File: src/inc/bqc_consts.vh
// Constants for the bounded quadrature counter core.
// Assumes inclusion by bare name from the counter core, the checker and the bench.
`ifndef BQC_CONSTS_VH
`define BQC_CONSTS_VH

// Width of the count and of every limit
`define BQC_CW            32
// Key that unlocks writes to the limits
`define BQC_UNLOCK_KEY    32'h72657375
// Limit and count values after reset
`define BQC_LO_RST        32'h00000000
`define BQC_HI_RST        32'hFFFFFFFF
`define BQC_CNT_RST       32'h00000000
// Encoder-type codes
`define BQC_MODE_DIFF_PG  3'h1
`define BQC_MODE_LAST     3'h5
// Evaluation modes
`define BQC_EVAL_X4       2'h0
`define BQC_EVAL_X2       2'h1
`define BQC_EVAL_X1       2'h2
// Gate level select
`define BQC_GATE_POS      2'h1
`define BQC_GATE_NEG      2'h2
// Hysteresis fractions, in thirds of the span
`define BQC_THIRD_UNDER   2'h2
`define BQC_THIRD_OVER    2'h1
// Last value of the start-up settling count
`define BQC_SETTLE_LAST   2'h3

`endif

File: src/verilog/bqc_counter.v
// Counter core for one incremental encoder channel, with wrap limits.
// Assumes track and gate inputs are synchronous or slow against ref_clk_i,
// and that the controller drives configuration ports as steady levels.
`timescale 1ns/1ps
`default_nettype none
`include "bqc_consts.vh"

// Function
// - Limit write needs lower strictly below upper
// - Limit writes only with unlock key loaded
// - Out-of-range preset loads and flags outside
// - Limits moved past count flag outside
// - Down from lower wraps to upper, flag
// - Below-wrap flag clears under two-thirds threshold
// - Up from upper wraps to lower, flag
// - Above-wrap flag clears over one-third threshold
// - Quadrature: A leading B counts forward
// - Pulse types: B low forward, high reverse
// - Direction invert reverses all counting
// - Report live track B level
// - Differential pulse type flags open B wire
// - Gate edge loads reset value, no rearm
// - Edge select: zero falling, one rising
// - No confirmation for edge reset
// - Reset applies first, then gate blocks
// - Edge reset settings persist as configuration
// - Even codes quadrature, odd codes pulse
// - One, two or four-fold evaluation
module bqc_counter (
	// Clock and reset
	input  wire                    ref_clk_i,
	input  wire                    rst_i,
	// Encoder and gate/latch pins
	input  wire                    track_a_i,
	input  wire                    track_b_i,
	input  wire                    track_b_open_i,
	input  wire                    gate_latch_i,
	// Counting configuration
	input  wire [2:0]              counter_mode_i,
	input  wire [1:0]              eval_mode_i,
	input  wire                    direction_invert_i,
	input  wire                    wire_check_en_i,
	// Limit writes
	input  wire [31:0]             unlock_key_i,
	input  wire                    limit_lo_wr_i,
	input  wire                    limit_hi_wr_i,
	input  wire [`BQC_CW-1:0]      limit_data_i,
	// Preset load
	input  wire                    preset_load_i,
	input  wire [`BQC_CW-1:0]      preset_value_i,
	// External edge reset and gate
	input  wire                    edge_zero_en_i,
	input  wire                    zero_edge_sel_i,
	input  wire [`BQC_CW-1:0]      reset_value_i,
	input  wire [1:0]              gate_sel_i,
	// Count and limits
	output reg  [`BQC_CW-1:0]      count_o,
	output reg  [`BQC_CW-1:0]      limit_lo_o,
	output reg  [`BQC_CW-1:0]      limit_hi_o,
	output reg                     limit_reject_o,
	// Status
	output reg                     wrap_below_o,
	output reg                     wrap_above_o,
	output reg                     count_outside_bounds_o,
	output reg                     track_b_level_o,
	output reg                     track_b_error_o,
	output reg                     count_blocked_o
);

	// Synchronised levels and previous levels: bit 0 A, 1 B, 2 gate
	wire [2:0] lvl;
	wire [2:0] prv;

	// Edge flags decoded from the synchronised pairs
	reg  a_edge;      // Any edge on A
	reg  a_rise;      // Rising edge on A
	reg  b_edge;      // Any edge on B
	reg  g_rise;      // Rising edge on gate/latch
	reg  g_fall;      // Falling edge on gate/latch

	// Counting decisions for this cycle
	reg  quad;        // Encoder type is quadrature
	reg  step;        // One count step is due
	reg  raw_up;      // Direction before inversion
	reg  up;          // Final direction
	reg  b_dir;       // Track B as seen for pulse direction
	reg  zero_hit;    // Qualifying gate edge for the reset value
	reg  blocked;     // Gate holds the count

	// Next values of the count and flags
	reg  [`BQC_CW-1:0] next_count;
	reg                next_below;
	reg                next_above;
	reg                wrap_dn;   // Wrap from lower to upper this cycle
	reg                wrap_upw;  // Wrap from upper to lower this cycle

	// Limit write decisions
	reg                key_ok;    // Unlock key present
	reg                lo_ok;     // Lower limit write accepted
	reg                hi_ok;     // Upper limit write accepted

	// Hysteresis thresholds
	wire [`BQC_CW-1:0] thr_under;
	wire [`BQC_CW-1:0] thr_over;

	// Start-up mask for the edge detector
	reg  [1:0]         settle;    // Cycles since reset, stops at the last value
	reg                edges_ok;  // Synchroniser holds real pin levels

	// Lower limit plus the given thirds of the span, in wide arithmetic
	function [`BQC_CW-1:0] bqc_thirds;
		input [`BQC_CW-1:0] lo;
		input [`BQC_CW-1:0] hi;
		input [1:0]         num;
		reg   [`BQC_CW+1:0] span;
		reg   [`BQC_CW+1:0] part;
		begin
			span = {2'h0, hi} - {2'h0, lo};
			part = (span * {{`BQC_CW{1'b0}}, num}) / 34'h3;
			bqc_thirds = lo + part[`BQC_CW-1:0];
		end
	endfunction

	// Synchroniser for A, B and gate; edges judged from its output
	bqc_sync u_sync (
		.ref_clk_i (ref_clk_i),
		.rst_i     (rst_i),
		.raw_i     ({gate_latch_i, track_b_i, track_a_i}),
		.level_o   (lvl),
		.prev_o    (prv)
	);

	// Thresholds follow the limits; the span never exceeds the count width
	// Floor division; neither clear point passes the opposite limit
	assign thr_under = bqc_thirds(limit_lo_o, limit_hi_o, `BQC_THIRD_UNDER);
	assign thr_over  = bqc_thirds(limit_lo_o, limit_hi_o, `BQC_THIRD_OVER);

	// Settling counter: the chain resets to zero, so a pin idling high would
	// look like a rising edge just after reset. Those cycles are masked; a real
	// pin edge in the first three cycles is lost, which start-up can afford.
	always @(posedge ref_clk_i) begin
		if (rst_i) begin
			settle <= 2'h0;
		end else if (settle != `BQC_SETTLE_LAST) begin
			settle <= settle + 2'h1;
		end
	end

	// Edge decode from the second and third stages only
	always @* begin
		// Masked edges neither count nor reset the count
		edges_ok = (settle == `BQC_SETTLE_LAST);
		a_edge   = edges_ok & (lvl[0] ^ prv[0]);
		a_rise   = edges_ok & lvl[0] & ~prv[0];
		b_edge   = edges_ok & (lvl[1] ^ prv[1]);
		g_rise   = edges_ok & lvl[2] & ~prv[2];
		g_fall   = edges_ok & ~lvl[2] & prv[2];
	end

	// Step and direction selection
	always @* begin
		// Odd codes are pulse generators, even codes quadrature
		quad   = ~counter_mode_i[0];
		// An open B wire reads as low, so it counts forward
		b_dir  = lvl[1] & ~track_b_open_i;
		step   = 1'b0;
		raw_up = 1'b1;
		if (quad) begin
			// A leading B: new A differs from B on A edges
			case (eval_mode_i)
				`BQC_EVAL_X4: begin
					if (a_edge) begin
						step   = 1'b1;
						raw_up = lvl[0] ^ lvl[1];
					end else if (b_edge) begin
						step   = 1'b1;
						raw_up = ~(lvl[0] ^ lvl[1]);
					end
				end
				`BQC_EVAL_X2: begin
					step   = a_edge;
					raw_up = lvl[0] ^ lvl[1];
				end
				`BQC_EVAL_X1: begin
					step   = a_rise;
					raw_up = ~lvl[1];
				end
				default: begin
					// Unused code counts nothing
					step   = 1'b0;
					raw_up = 1'b1;
				end
			endcase
		end else begin
			// Pulses on A; B edges carry no count in these types
			// Direction is the B level seen at the same edge as the pulse
			case (eval_mode_i)
				`BQC_EVAL_X1: step = a_rise;
				`BQC_EVAL_X2: step = a_edge;
				`BQC_EVAL_X4: step = a_edge;
				default:      step = 1'b0;
			endcase
			raw_up = ~b_dir;
		end
		// Inversion applies after the type decision
		up = raw_up ^ direction_invert_i;
		// Codes above the last defined one count nothing
		if (counter_mode_i > `BQC_MODE_LAST) begin
			step = 1'b0;
		end
	end

	// Gate and external edge reset
	always @* begin
		// Edge select: one rising, zero falling; enable is a plain level
		zero_hit = edge_zero_en_i &
			(zero_edge_sel_i ? g_rise : g_fall);
		// Gate level blocks counting; the reset is not blocked
		// Codes 0 and 3 leave the count free to move
		case (gate_sel_i)
			`BQC_GATE_POS: blocked = lvl[2];
			`BQC_GATE_NEG: blocked = ~lvl[2];
			default:       blocked = 1'b0;
		endcase
	end

	// Next count and wrap flags
	always @* begin
		next_count = count_o;
		wrap_dn    = 1'b0;
		wrap_upw   = 1'b0;
		if (preset_load_i) begin
			// Loaded as given, even outside the limits
			next_count = preset_value_i;
		end else if (zero_hit) begin
			// Reset wins over the gate on the same edge
			next_count = reset_value_i;
		end else if (step && !blocked) begin
			// Outside the limits the count steps plainly; only equality wraps
			if (up) begin
				if (count_o == limit_hi_o) begin
					next_count = limit_lo_o;
					wrap_upw   = 1'b1;
				end else begin
					next_count = count_o + 32'h00000001;
				end
			end else begin
				if (count_o == limit_lo_o) begin
					next_count = limit_hi_o;
					wrap_dn    = 1'b1;
				end else begin
					next_count = count_o - 32'h00000001;
				end
			end
		end
		// Hysteresis clear; a fresh wrap overrides the clear
		next_below = wrap_below_o;
		if (count_o < thr_under) begin
			next_below = 1'b0;
		end
		if (wrap_dn) begin
			next_below = 1'b1;
		end
		next_above = wrap_above_o;
		if (count_o > thr_over) begin
			next_above = 1'b0;
		end
		if (wrap_upw) begin
			next_above = 1'b1;
		end
	end

	// Limit write checks; a wrong key is ignored without a reject pulse
	always @* begin
		key_ok = (unlock_key_i == `BQC_UNLOCK_KEY);
		// Lower write has priority if both strobes come together
		lo_ok  = key_ok & limit_lo_wr_i & (limit_data_i < limit_hi_o);
		hi_ok  = key_ok & limit_hi_wr_i & ~limit_lo_wr_i &
			(limit_lo_o < limit_data_i);
	end

	// Limit registers and reject pulse
	// Both strobes at once write only the lower limit
	always @(posedge ref_clk_i) begin
		if (rst_i) begin
			limit_lo_o     <= `BQC_LO_RST;
			limit_hi_o     <= `BQC_HI_RST;
			limit_reject_o <= 1'b0;
		end else begin
			if (lo_ok) begin
				limit_lo_o <= limit_data_i;
			end
			if (hi_ok) begin
				limit_hi_o <= limit_data_i;
			end
			// A refused value leaves both limits as they were
			// Rejected: unlocked strobe whose value breaks the ordering
			limit_reject_o <= key_ok & (limit_lo_wr_i | limit_hi_wr_i) &
				~lo_ok & ~hi_ok;
		end
	end

	// Count and wrap flags; an edge reset raises no acknowledge
	// Every load applies at once; no done bit exists to confirm it
	always @(posedge ref_clk_i) begin
		if (rst_i) begin
			count_o      <= `BQC_CNT_RST;
			wrap_below_o <= 1'b0;
			wrap_above_o <= 1'b0;
		end else begin
			count_o      <= next_count;
			wrap_below_o <= next_below;
			wrap_above_o <= next_above;
		end
	end

	// Status bits, one cycle behind the count and limits
	// The outside flag therefore trails a preset or limit change by a cycle
	always @(posedge ref_clk_i) begin
		if (rst_i) begin
			count_outside_bounds_o <= 1'b0;
			track_b_level_o        <= 1'b0;
			track_b_error_o        <= 1'b0;
			count_blocked_o        <= 1'b0;
		end else begin
			// Compared with the current limits, so a limit change counts too
			count_outside_bounds_o <= (count_o < limit_lo_o) |
				(count_o > limit_hi_o);
			// B level as the counter sees it, after synchronisation
			track_b_level_o <= lvl[1];
			// Only the differential pulse type can sense an open B wire
			track_b_error_o <= wire_check_en_i & track_b_open_i &
				(counter_mode_i == `BQC_MODE_DIFF_PG);
			count_blocked_o <= blocked;
		end
	end

endmodule

`default_nettype wire

File: src/verilog/bqc_sync.v
// Two-stage synchroniser with one extra stage for edge detection.
// Assumes the inputs are plain levels; the system clock is ref_clk_i.
`timescale 1ns/1ps
`default_nettype none

module bqc_sync (
	// Clock and reset
	input  wire       ref_clk_i,
	input  wire       rst_i,
	// Raw levels: track A, track B, gate/latch
	input  wire [2:0] raw_i,
	// Synchronised level and its value one cycle earlier
	output reg  [2:0] level_o,
	output reg  [2:0] prev_o
);

	reg [2:0] meta;  // First stage, read only by the second

	// Shift chain; edges are seen between level_o and prev_o only
	always @(posedge ref_clk_i) begin
		if (rst_i) begin
			meta    <= 3'h0;
			level_o <= 3'h0;
			prev_o  <= 3'h0;
		end else begin
			meta    <= raw_i;
			level_o <= meta;
			prev_o  <= level_o;
		end
	end

endmodule

`default_nettype wire

File: config.mk
export PLATFORM = sky130hd
export DESIGN_NAME = bqc_counter
export DESIGN_NICKNAME = d
export VERILOG_FILES = /design/src/verilog/bqc_counter.v /design/src/verilog/bqc_sync.v
export VERILOG_INCLUDE_DIRS = /design/src /design/src/inc
export SDC_FILE = /design/constraint.sdc
export NUM_CORES = 1
export LEC_CHECK = 0
export BUFFER_PORTS_ARGS = -buffer_cell sky130_fd_sc_hd__buf_2
export CAP_MARGIN = 20
export CORE_MARGIN = 4
export CORE_UTILIZATION = 25
export CTS_BUF_LIST = sky130_fd_sc_hd__clkbuf_8 sky130_fd_sc_hd__clkbuf_16
export DETAILED_ROUTE_END_ITERATION = 7
export MAX_ROUTING_LAYER = met4
export PLACE_DENSITY_LB_ADDON = 0.12
export SKIP_CTS_REPAIR_TIMING = 1
export SLEW_MARGIN = 20
export SYNTH_ARGS = -nofsm -noshare
export SYNTH_HDL_FRONTEND = slang
export SYNTH_SLANG_ARGS = --single-unit
File: constraint.sdc
create_clock -name ref_clk_i -period 19.8 [get_ports ref_clk_i]
set_input_delay 1.98 -clock ref_clk_i [delete_from_list [all_inputs] [get_ports ref_clk_i]]
set_output_delay 1.98 -clock ref_clk_i [all_outputs]
set_load 0.05 [all_outputs]
Word level (Yosys, flattened, before mapping). Cells that the tools add are included. Widths: inputs -> output; s select.

Register bits after elaboration: 114. Output and inout bits: 103.

Reductions and logical operators: 7. Mux-type cells: 32. Divide/modulo/power cells: 2. Bitwise logic cells: 36. Add/subtract/negate cells: 6. Equality and inequality tests: 10. $lt $le $gt $ge: 7.

Operator list (number): $mux 32 (6); $lt 32x32->1 (4); $div 34x2->34 const B (2); $add 32x32->32 (2); $eq 32x32->1 (2); $gt 32x32->1 (2); $sub 32x32->33 (1); $add 32x1->32 const B (1); $eq 32x31->1 const B (1); $sub 32x1->32 const B (1); $mux 1 (22); $and 1x1->1 (20); $not 1->1 (10); $eq 2x2->1 const B (3); $pmux 1 s3 (2); $eq 2x1->1 const B (2); $pmux 1 s2 (2); $reduce_bool 2->1 (2); $xor 1x1->1 (4); $eq 3x1->1 const B (1); $gt 3x3->1 const B (1); $reduce_bool 3->1 (1); $add 2x1->2 const B (1); $logic_not 2->1 (1); 5 further kinds (6).

Logic depth before layout (Yosys ltp). Gate-level depths: netlist of the first run.

Word-level depth: 12. Depth in mapped cells: 85. Mapped depth without buffers: 78.

Hierarchy. From an unflattened synthesis of the first run, not the netlist that was laid out.

Cells, all modules: 3258. Area total of the unflattened synthesis: 22477.8 um^2.

Modules (own cells, without submodules): bqc_counter (seq. area each 2102.0 um^2, area an instance 22241.3 um^2, instances 1, cells an instance 3240); bqc_sync (seq. area each 180.2 um^2, area an instance 236.5 um^2, instances 1, cells an instance 18).

Worst setup path after synthesis of the first run. No wires, ideal clock.

Kind: flip-flop to flip-flop. Start: reg limit_lo_o[1]. End: reg wrap_below_o. Stages on the path, launching flop included: 82. Clock period less this slack: 15377 ps. Arrival: 15306 ps. Path slack: 4423 ps. Path through: dfxtp_1 -> inv_1 -> fa_1 -> a21o_1 -> a221o_1 -> a211o_1 -> a21oi_4 -> o211ai_2 -> and3_1 -> buf_2 -> o41ai_2 -> a221oi_2 -> nor2_1 -> mux2i_1 -> o211ai_1 -> or2_4 -> buf_6 -> a221oi_2 -> [... 46 more ...] -> a21oi_1 -> o21bai_1 -> a21oi_1 -> o21bai_1 -> a21oi_1 -> o21bai_1 -> a21oi_1 -> o21bai_1 -> a21oi_1 -> o21bai_1 -> a21oi_1 -> xor2_1 -> ha_1 -> nand4_1 -> or3_1 -> nor3_1 -> o21ai_0 -> a21oi_1.

Word-level cells in the longest chain between the ends: 7.

Ends and longest elaborated chain: from (decl) (RTL line bqc_counter.v:58) `` output reg [`BQC_CW-1:0] limit_lo_o, ``; from (signal assigned) (RTL line bqc_counter.v:286) `` limit_lo_o <= `BQC_LO_RST; ``; from (signal assigned) (RTL line bqc_counter.v:291) `limit_lo_o <= limit_data_i;`; branches (longest 7 deep; another with $div 34x2->34); to (signal assigned) (RTL line bqc_counter.v:312) `wrap_below_o <= next_below;`; to (decl) (RTL line bqc_counter.v:62) `output reg wrap_below_o,`.

Parallel ways; which one is timed is not known. A chain may end at the register's enable or synchronous reset.

Worst setup path after layout of the first run.
Start: reg limit_lo_o[11]. End: reg wrap_below_o.

The elaborated chain is that of the path after synthesis.

==> flow_summary.toml, run 1 <==
[pwr]
power_density_nw_per_um2 = 30.0
total_power_w = 0.000737
p_sw_frac = 0.377
switchingPower_w = 0.000278
irDropWorstVdd_uv = 51.9
p_clk_frac = 0.424
pwr-share-comb = 0.235
p_leak_nw = 10.8
pwr-share-seq = 0.341
internal_power_w = 0.000459

[hold_path]
min_to = "u_sync.level_o[0]"
hold_depth = 1
hp-start = "u_sync.meta[0]"
hold_path_class = "register to register"

[critical_path]
timing.rr.end = "wrap_below_o"
path_max_fanout = 17
cp.arrival_ns = 18.75
critPathLaunchType = "register"
cp_common_cell = "a21oi_1"
reg2reg_from = "limit_lo_o[11]"
cp-end-kind = "register"
ff2ff_path_depth = 77
r2r_slack_ns = 1.46
path_class = "register to register"
cpPeakStageDelay_ns = 0.60
required_ns = 20.21
critPathSlowestCell = "dfxtp_1"
crit_start = "limit_lo_o[11]"

[sta]
fmax_ghz = 0.0545
tns_ns = 0
period_share = 0.926
finalCriticalPeriod_ns = 18.34
slew_headroom = 0.245
tightest_slew_ns = 1.12
rsz0062_at_grt = "false"
hold_slack_ns = 0.441
finalClockSkew_ns = 0.0255
setup_viol = 0
final-hold-violation-count = 0
report.final.slew_viol_count = 0
setup_slack_ns = 1.46

[die]
ioPinCount = 251
die_w_um = 300
coreArea_um2 = 84200
die_h_um = 300
rows = 106
start_util = 0.254
fp.dieArea_um2 = 90300

[logic_synthesis]
synth_edf_count = 0
yosys.area_share.simple = 0.248
synth-seq-cells = 113
netlist_top_cells_area = "ha_1 (17%), dfxtp_1 (11%), a21oi_1 (7.5%)"
synth_compound_area_frac = 0.326
synth_cells = 3115
syn_nets = 3554
synthXorXnorAreaFrac = 0.0752
ys_seq_area_frac = 0.106
mappedNetlistArea_um2 = 21400
synth_top_family_by_area = "compound AO/OA/AOI/OAI gates"
synth_cell_type_count = 111
synth_top_cell_by_area = "ha_1"
synthAdderAreaFrac = 0.172
synth_top_flop_cell = "dfxtp_1"
async_flop_share = 0
synthMuxAreaShare = 0.00773
synth.avg_cell_area_um2 = 6.86
yosysWarnings = 0
synth_top_area_frac = 0.169

[cells_and_area]
fin_nets = 3720
drive_gt1_frac = 0.131
areaGrowthSynthToFinish_pct = 14.8
final_cells = 4431

[detailed_routing]
drt_iter0_drc = 1958
wl_per_cell_um = 22.7
ant_nets = 0
drt-total-wl_mm = 100
dr.pass1.iters = 6
drc_errors = 0
vias = 24100
vias_per_cell = 5.43

[grt]
grt_max_degree = 68
grt_overflow = 0
grt_first_pass_wirelength_mm = 149
antenna_found_initial = 6
track_usage = 0.222
grt_pass1_vias = 22700

[clock_tree]
clk_latency_ns = 0.50
htree_levels = 4
root_buffer = "clkbuf_16"
cts_buffers = 17
clkTransAtPathRegs_ns = 0.07
clk_path_buf_depth = 2
clock_sinks = 113
cts_tree = "done"

[place]
dp_hpwl_mm = 79.9
post-place-ws_ns = 1.43
gp_congestion = 0.893
port_buffers = 250
dp.cells = 4392

[run]
maxCapViolCount = 0

[status]
status = "completed"
-- worst max-delay path: cells and delay by family, from the launching register on --
kind / cells / cell delay (ns)
AO/OA/AOI/OAI: 48 / 9.95
AND/OR/NAND/NOR: 19 / 5.20
adder cells (fa/ha/maj): 5 / 1.79
buffers and inverters: 4 / 0.62
flip-flops: 1 / 0.60
XOR/XNOR: 1 / 0.09
-- power groups by stage --
stage	sequential [W]	combinational, W	clock, W
floorplan	0.000265	0.0000864	0
global placement	0.000256	0.000172	0
detailed placement	0.000256	0.000171	0
CTS	0.000251	0.000173	0.000323
global route	0.000252	0.000190	0.000328
finish	0.000251	0.000173	0.000313
-- placed cells by master, fill, tap and decap left out, types with 84 or more instances in the layout --
cell | Yosys | final
buf_2 | 37 | 249
inv_1 | 168 | 169
dfxtp_1 | 113 | 113
ha_1 | 288 | 288
nor2_1 | 411 | 411
a21oi_1 | 322 | 321
o21ai_0 | 193 | 193
xnor2_1 | 123 | 119
nand2_1 | 243 | 243
nand3_1 | 85 | 84
-- worst max path at each step --
stage,endpoint
2_1_floorplan,wrap_below_o
3_3_place_gp,wrap_below_o
3_5_place_dp,wrap_below_o
4_1_cts,wrap_below_o
5_1_grt,wrap_below_o
6_report,wrap_below_o
-- layer usage --
layer | up-vias | wire (um) | global-route usage
li1 | 11800 | - | -
met1 | 11500 | 49000 | 0.309
met2 | 713 | 44900 | 0.348
met3 | 78 | 4850 | 0.0256
met4 | 0 | 1690 | 0.0423
met5 | - | 0 | -
-- metrics by stage --
stage          area [um^2]   util
2_1_floorplan        21400      -
3_3_place_gp         23900  0.284
6_report             24500  0.291
5_1_grt              24500  0.291
4_1_cts              24500  0.291
3_5_place_dp         23900  0.284
-- cell families after synthesis --
logic type / count (synthesis)
AO/OA/AOI/OAI: 1050
flip-flops: 113
AND/OR/NAND/NOR: 1108
buffers and inverters: 354
XOR/XNOR: 182
multiplexers: 16
adder cells (fa/ha/maj): 292
-- cell usage after synthesis, types with 16 or more instances --
cell type and instances:
a211o_1 44, a211oi_1 68, a21o_1 50, a21oi_1 322
a221oi_1 17, a31oi_1 26, and3_1 19, buf_2 37
clkbuf_1 135, dfxtp_1 113, ha_1 288, inv_1 168
nand2_1 243, nand2b_1 44, nand3_1 85, nand4_1 56
nor2_1 411, nor2b_1 54, nor3_1 69, nor4_1 18
o211ai_1 42, o21a_1 17, o21ai_0 193, o21ai_1 16
o21bai_1 52, o22ai_1 18, o311ai_0 16, or3_1 21
xnor2_1 123, xor2_1 58
-- cell type report --
type,count,area [um^2]
diodes,3,7.51
clock buffers,17,425
clock inverters,15,128
fillers,9470,59700
inverters,171,642
multi-input cells,2648,17800
flip-flops and latches,113,2260
well taps,1134,1420
repair buffers,330,1850
-- sequential cells by signal, indices dropped and copies added (netlist names) --
name and cells:
wrap_below_o 1, limit_lo_o 32, count_blocked_o 1, settle 2, limit_reject_o 1, limit_hi_o 32
wrap_above_o 1, track_b_error_o 1, count_outside_bounds_o 1, count_o 32, u_sync.prev_o 3, u_sync.meta 3
u_sync.level_o 3
(Power assumes the default switching activity.)
==> run 2: changes to the inputs <==
- TNS_END_PERCENT: not set -> 20
- clock period: 19.8 -> 15.4 ns (I/O delays scaled with it)
==> run 2 against run 1 <==
  * Critical path depth increased by 4
  * Sequential power increased by 27%
  * Clock skew decreased by 0.011 ns
  * Critical endpoint unchanged
==> flow_summary.toml, run 2 (synthesis results as in run 1) <==
[pwr]
p_sw_frac = 0.333
internal_power_w = 0.000657
switchingPower_w = 0.000328
p_leak_nw = 13.7
irDropWorstVdd_uv = 83.6
pwr-share-seq = 0.324
power_density_nw_per_um2 = 33.4
p_clk_frac = 0.450
pwr-share-comb = 0.225

[sta]
finalClockSkew_ns = 0.0141
report.final.slew_viol_count = 0
period_share = 0.989
final-hold-violation-count = 0
setup_viol = 0
tns_ns = 0
hold_slack_ns = 0.436
tightest_slew_ns = 1.08
rsz0062_at_grt = "true"
fmax_ghz = 0.0657
slew_headroom = 0.277
finalCriticalPeriod_ns = 15.23

[grt]
grt_max_degree = 76
grt_pass1_vias = 24700
antenna_found_initial = 7
grt_first_pass_wirelength_mm = 153
track_usage = 0.224
grt_overflow = 0

[clock_tree]
cts_buffers = 17
root_buffer = "clkbuf_16"
htree_levels = 4
clkTransAtPathRegs_ns = 0.06
cts_tree = "done"
clock_sinks = 113
clk_latency_ns = 0.45
clk_path_buf_depth = 2

[critical_path]
cp_common_cell = "o21bai_1"
cp.arrival_ns = 15.60
critPathSlowestCell = "or4_4"
cp-end-kind = "register"
required_ns = 15.77
path_class = "register to register"
critPathLaunchType = "register"
cpPeakStageDelay_ns = 0.56
path_max_fanout = 7

[status]
status = "completed"

[cells_and_area]
post-route-cell-area_um2 = 29500
final_cell_mix = "buf_4 (595), nor2_1 (404), ha_1 (284), a21oi_1 (270), buf_2 (250)"
fin_nets = 4250
drive_gt1_frac = 0.292
final_common_cell = "buf_4"
areaGrowthSynthToFinish_pct = 38.1
reg_top3 = "count_o x32, limit_hi_o x32, limit_lo_o x32"

[detailed_routing]
drt-total-wl_mm = 102
drc_errors = 0
ant_nets = 0
drt_iter0_drc = 1768
dr.pass1.iters = 5
vias_per_cell = 5.23
vias = 25900
wl_per_cell_um = 20.5

[run]
maxCapViolCount = 0

[die]
start_util = 0.254
die_w_um = 300
rows = 106
ioPinCount = 251
coreArea_um2 = 84200
fp.dieArea_um2 = 90300
die_h_um = 300

[place]
placed_cell_area_um2 = 27700
port_buffers = 250
gp_congestion = 0.930
dp_hpwl_mm = 82.4

[hold_path]
hold_path_class = "register to register"
-- run 2: changes by cell type in the layout (fill, tap and decap cells not counted), moves of 6 or more --
cell | before | now
a21oi_1 | 321 | 270
a21oi_2 | 1 | 52
buf_4 | 81 | 595
buf_6 | 0 | 11
nand3_1 | 84 | 76
nor2_1 | 411 | 404
nor2_2 | 2 | 8
nor3_1 | 69 | 63
nor3_2 | 2 | 8
o21ai_0 | 193 | 187
-- run 2: critical path, delay by kind of cell, from the launching register on --
kind	cells	cell delay, ns
AO/OA/AOI/OAI	53	9.13
AND/OR/NAND/NOR	13	3.03
adder cells (fa/ha/maj)	6	1.58
buffers and inverters	8	0.91
flip-flops	1	0.32
XOR/XNOR	1	0.15
-- run 2: metal layers --
| layer | up-vias | track usage | part of all wire |
|---|---|---|---|
| met3 | 64 | 0.0182 | 0.041 |
| met2 | 631 | 0.358 | 0.46 |
| li1 | 12900 | - | - |
| met1 | 12400 | 0.315 | 0.49 |
| met5 | - | - | 0 |
| met4 | 0 | 0.0336 | 0.014 |
-- run 2: layout make-up --
type / instances / area [um^2]
Clock inverter: 14 / 190
Multi-Input combinational cell: 2648 / 18600
Sequential cell: 113 / 2270
Clock buffer: 18 / 439
Inverter: 171 / 642
Antenna cell: 2 / 5.00
Timing Repair Buffer: 860 / 5920
Fill cell: 9247 / 54700
Tap cell: 1134 / 1420
-- run 2: metrics by stage --
step	std cells	total power, W	utilization	setup WS, ns
2_1_floorplan	3115	0.000452	-	0.0235
3_3_place_gp	4889	0.000546	0.329	-0.772
3_5_place_dp	4889	0.000546	0.329	-0.800
4_1_cts	4921	0.000994	0.336	-0.985
5_1_grt	4960	0.00103	0.351	-0.760
6_report	4960	0.000985	0.351	0.170
-- run 2: final timing paths --
check | start | end | slack [ns] | cells past startpoint
max reg2reg | limit_hi_o[0] | wrap_below_o | 0.17 | 81
min | u_sync.meta[2] | u_sync.level_o[2] | 0.44 | 1
min reg2reg | u_sync.meta[2] | u_sync.level_o[2] | 0.44 | 1
max | limit_hi_o[0] | wrap_below_o | 0.17 | 81
-- run 2: power by group through the flow --
stage          sequential (W)  combinational [W]  clock [W]
2_1_floorplan        0.000341           0.000111          0
3_3_place_gp         0.000326           0.000220          0
3_5_place_dp         0.000326           0.000220          0
4_1_cts              0.000319           0.000222   0.000453
5_1_grt              0.000320           0.000244   0.000463
6_report             0.000319           0.000222   0.000443
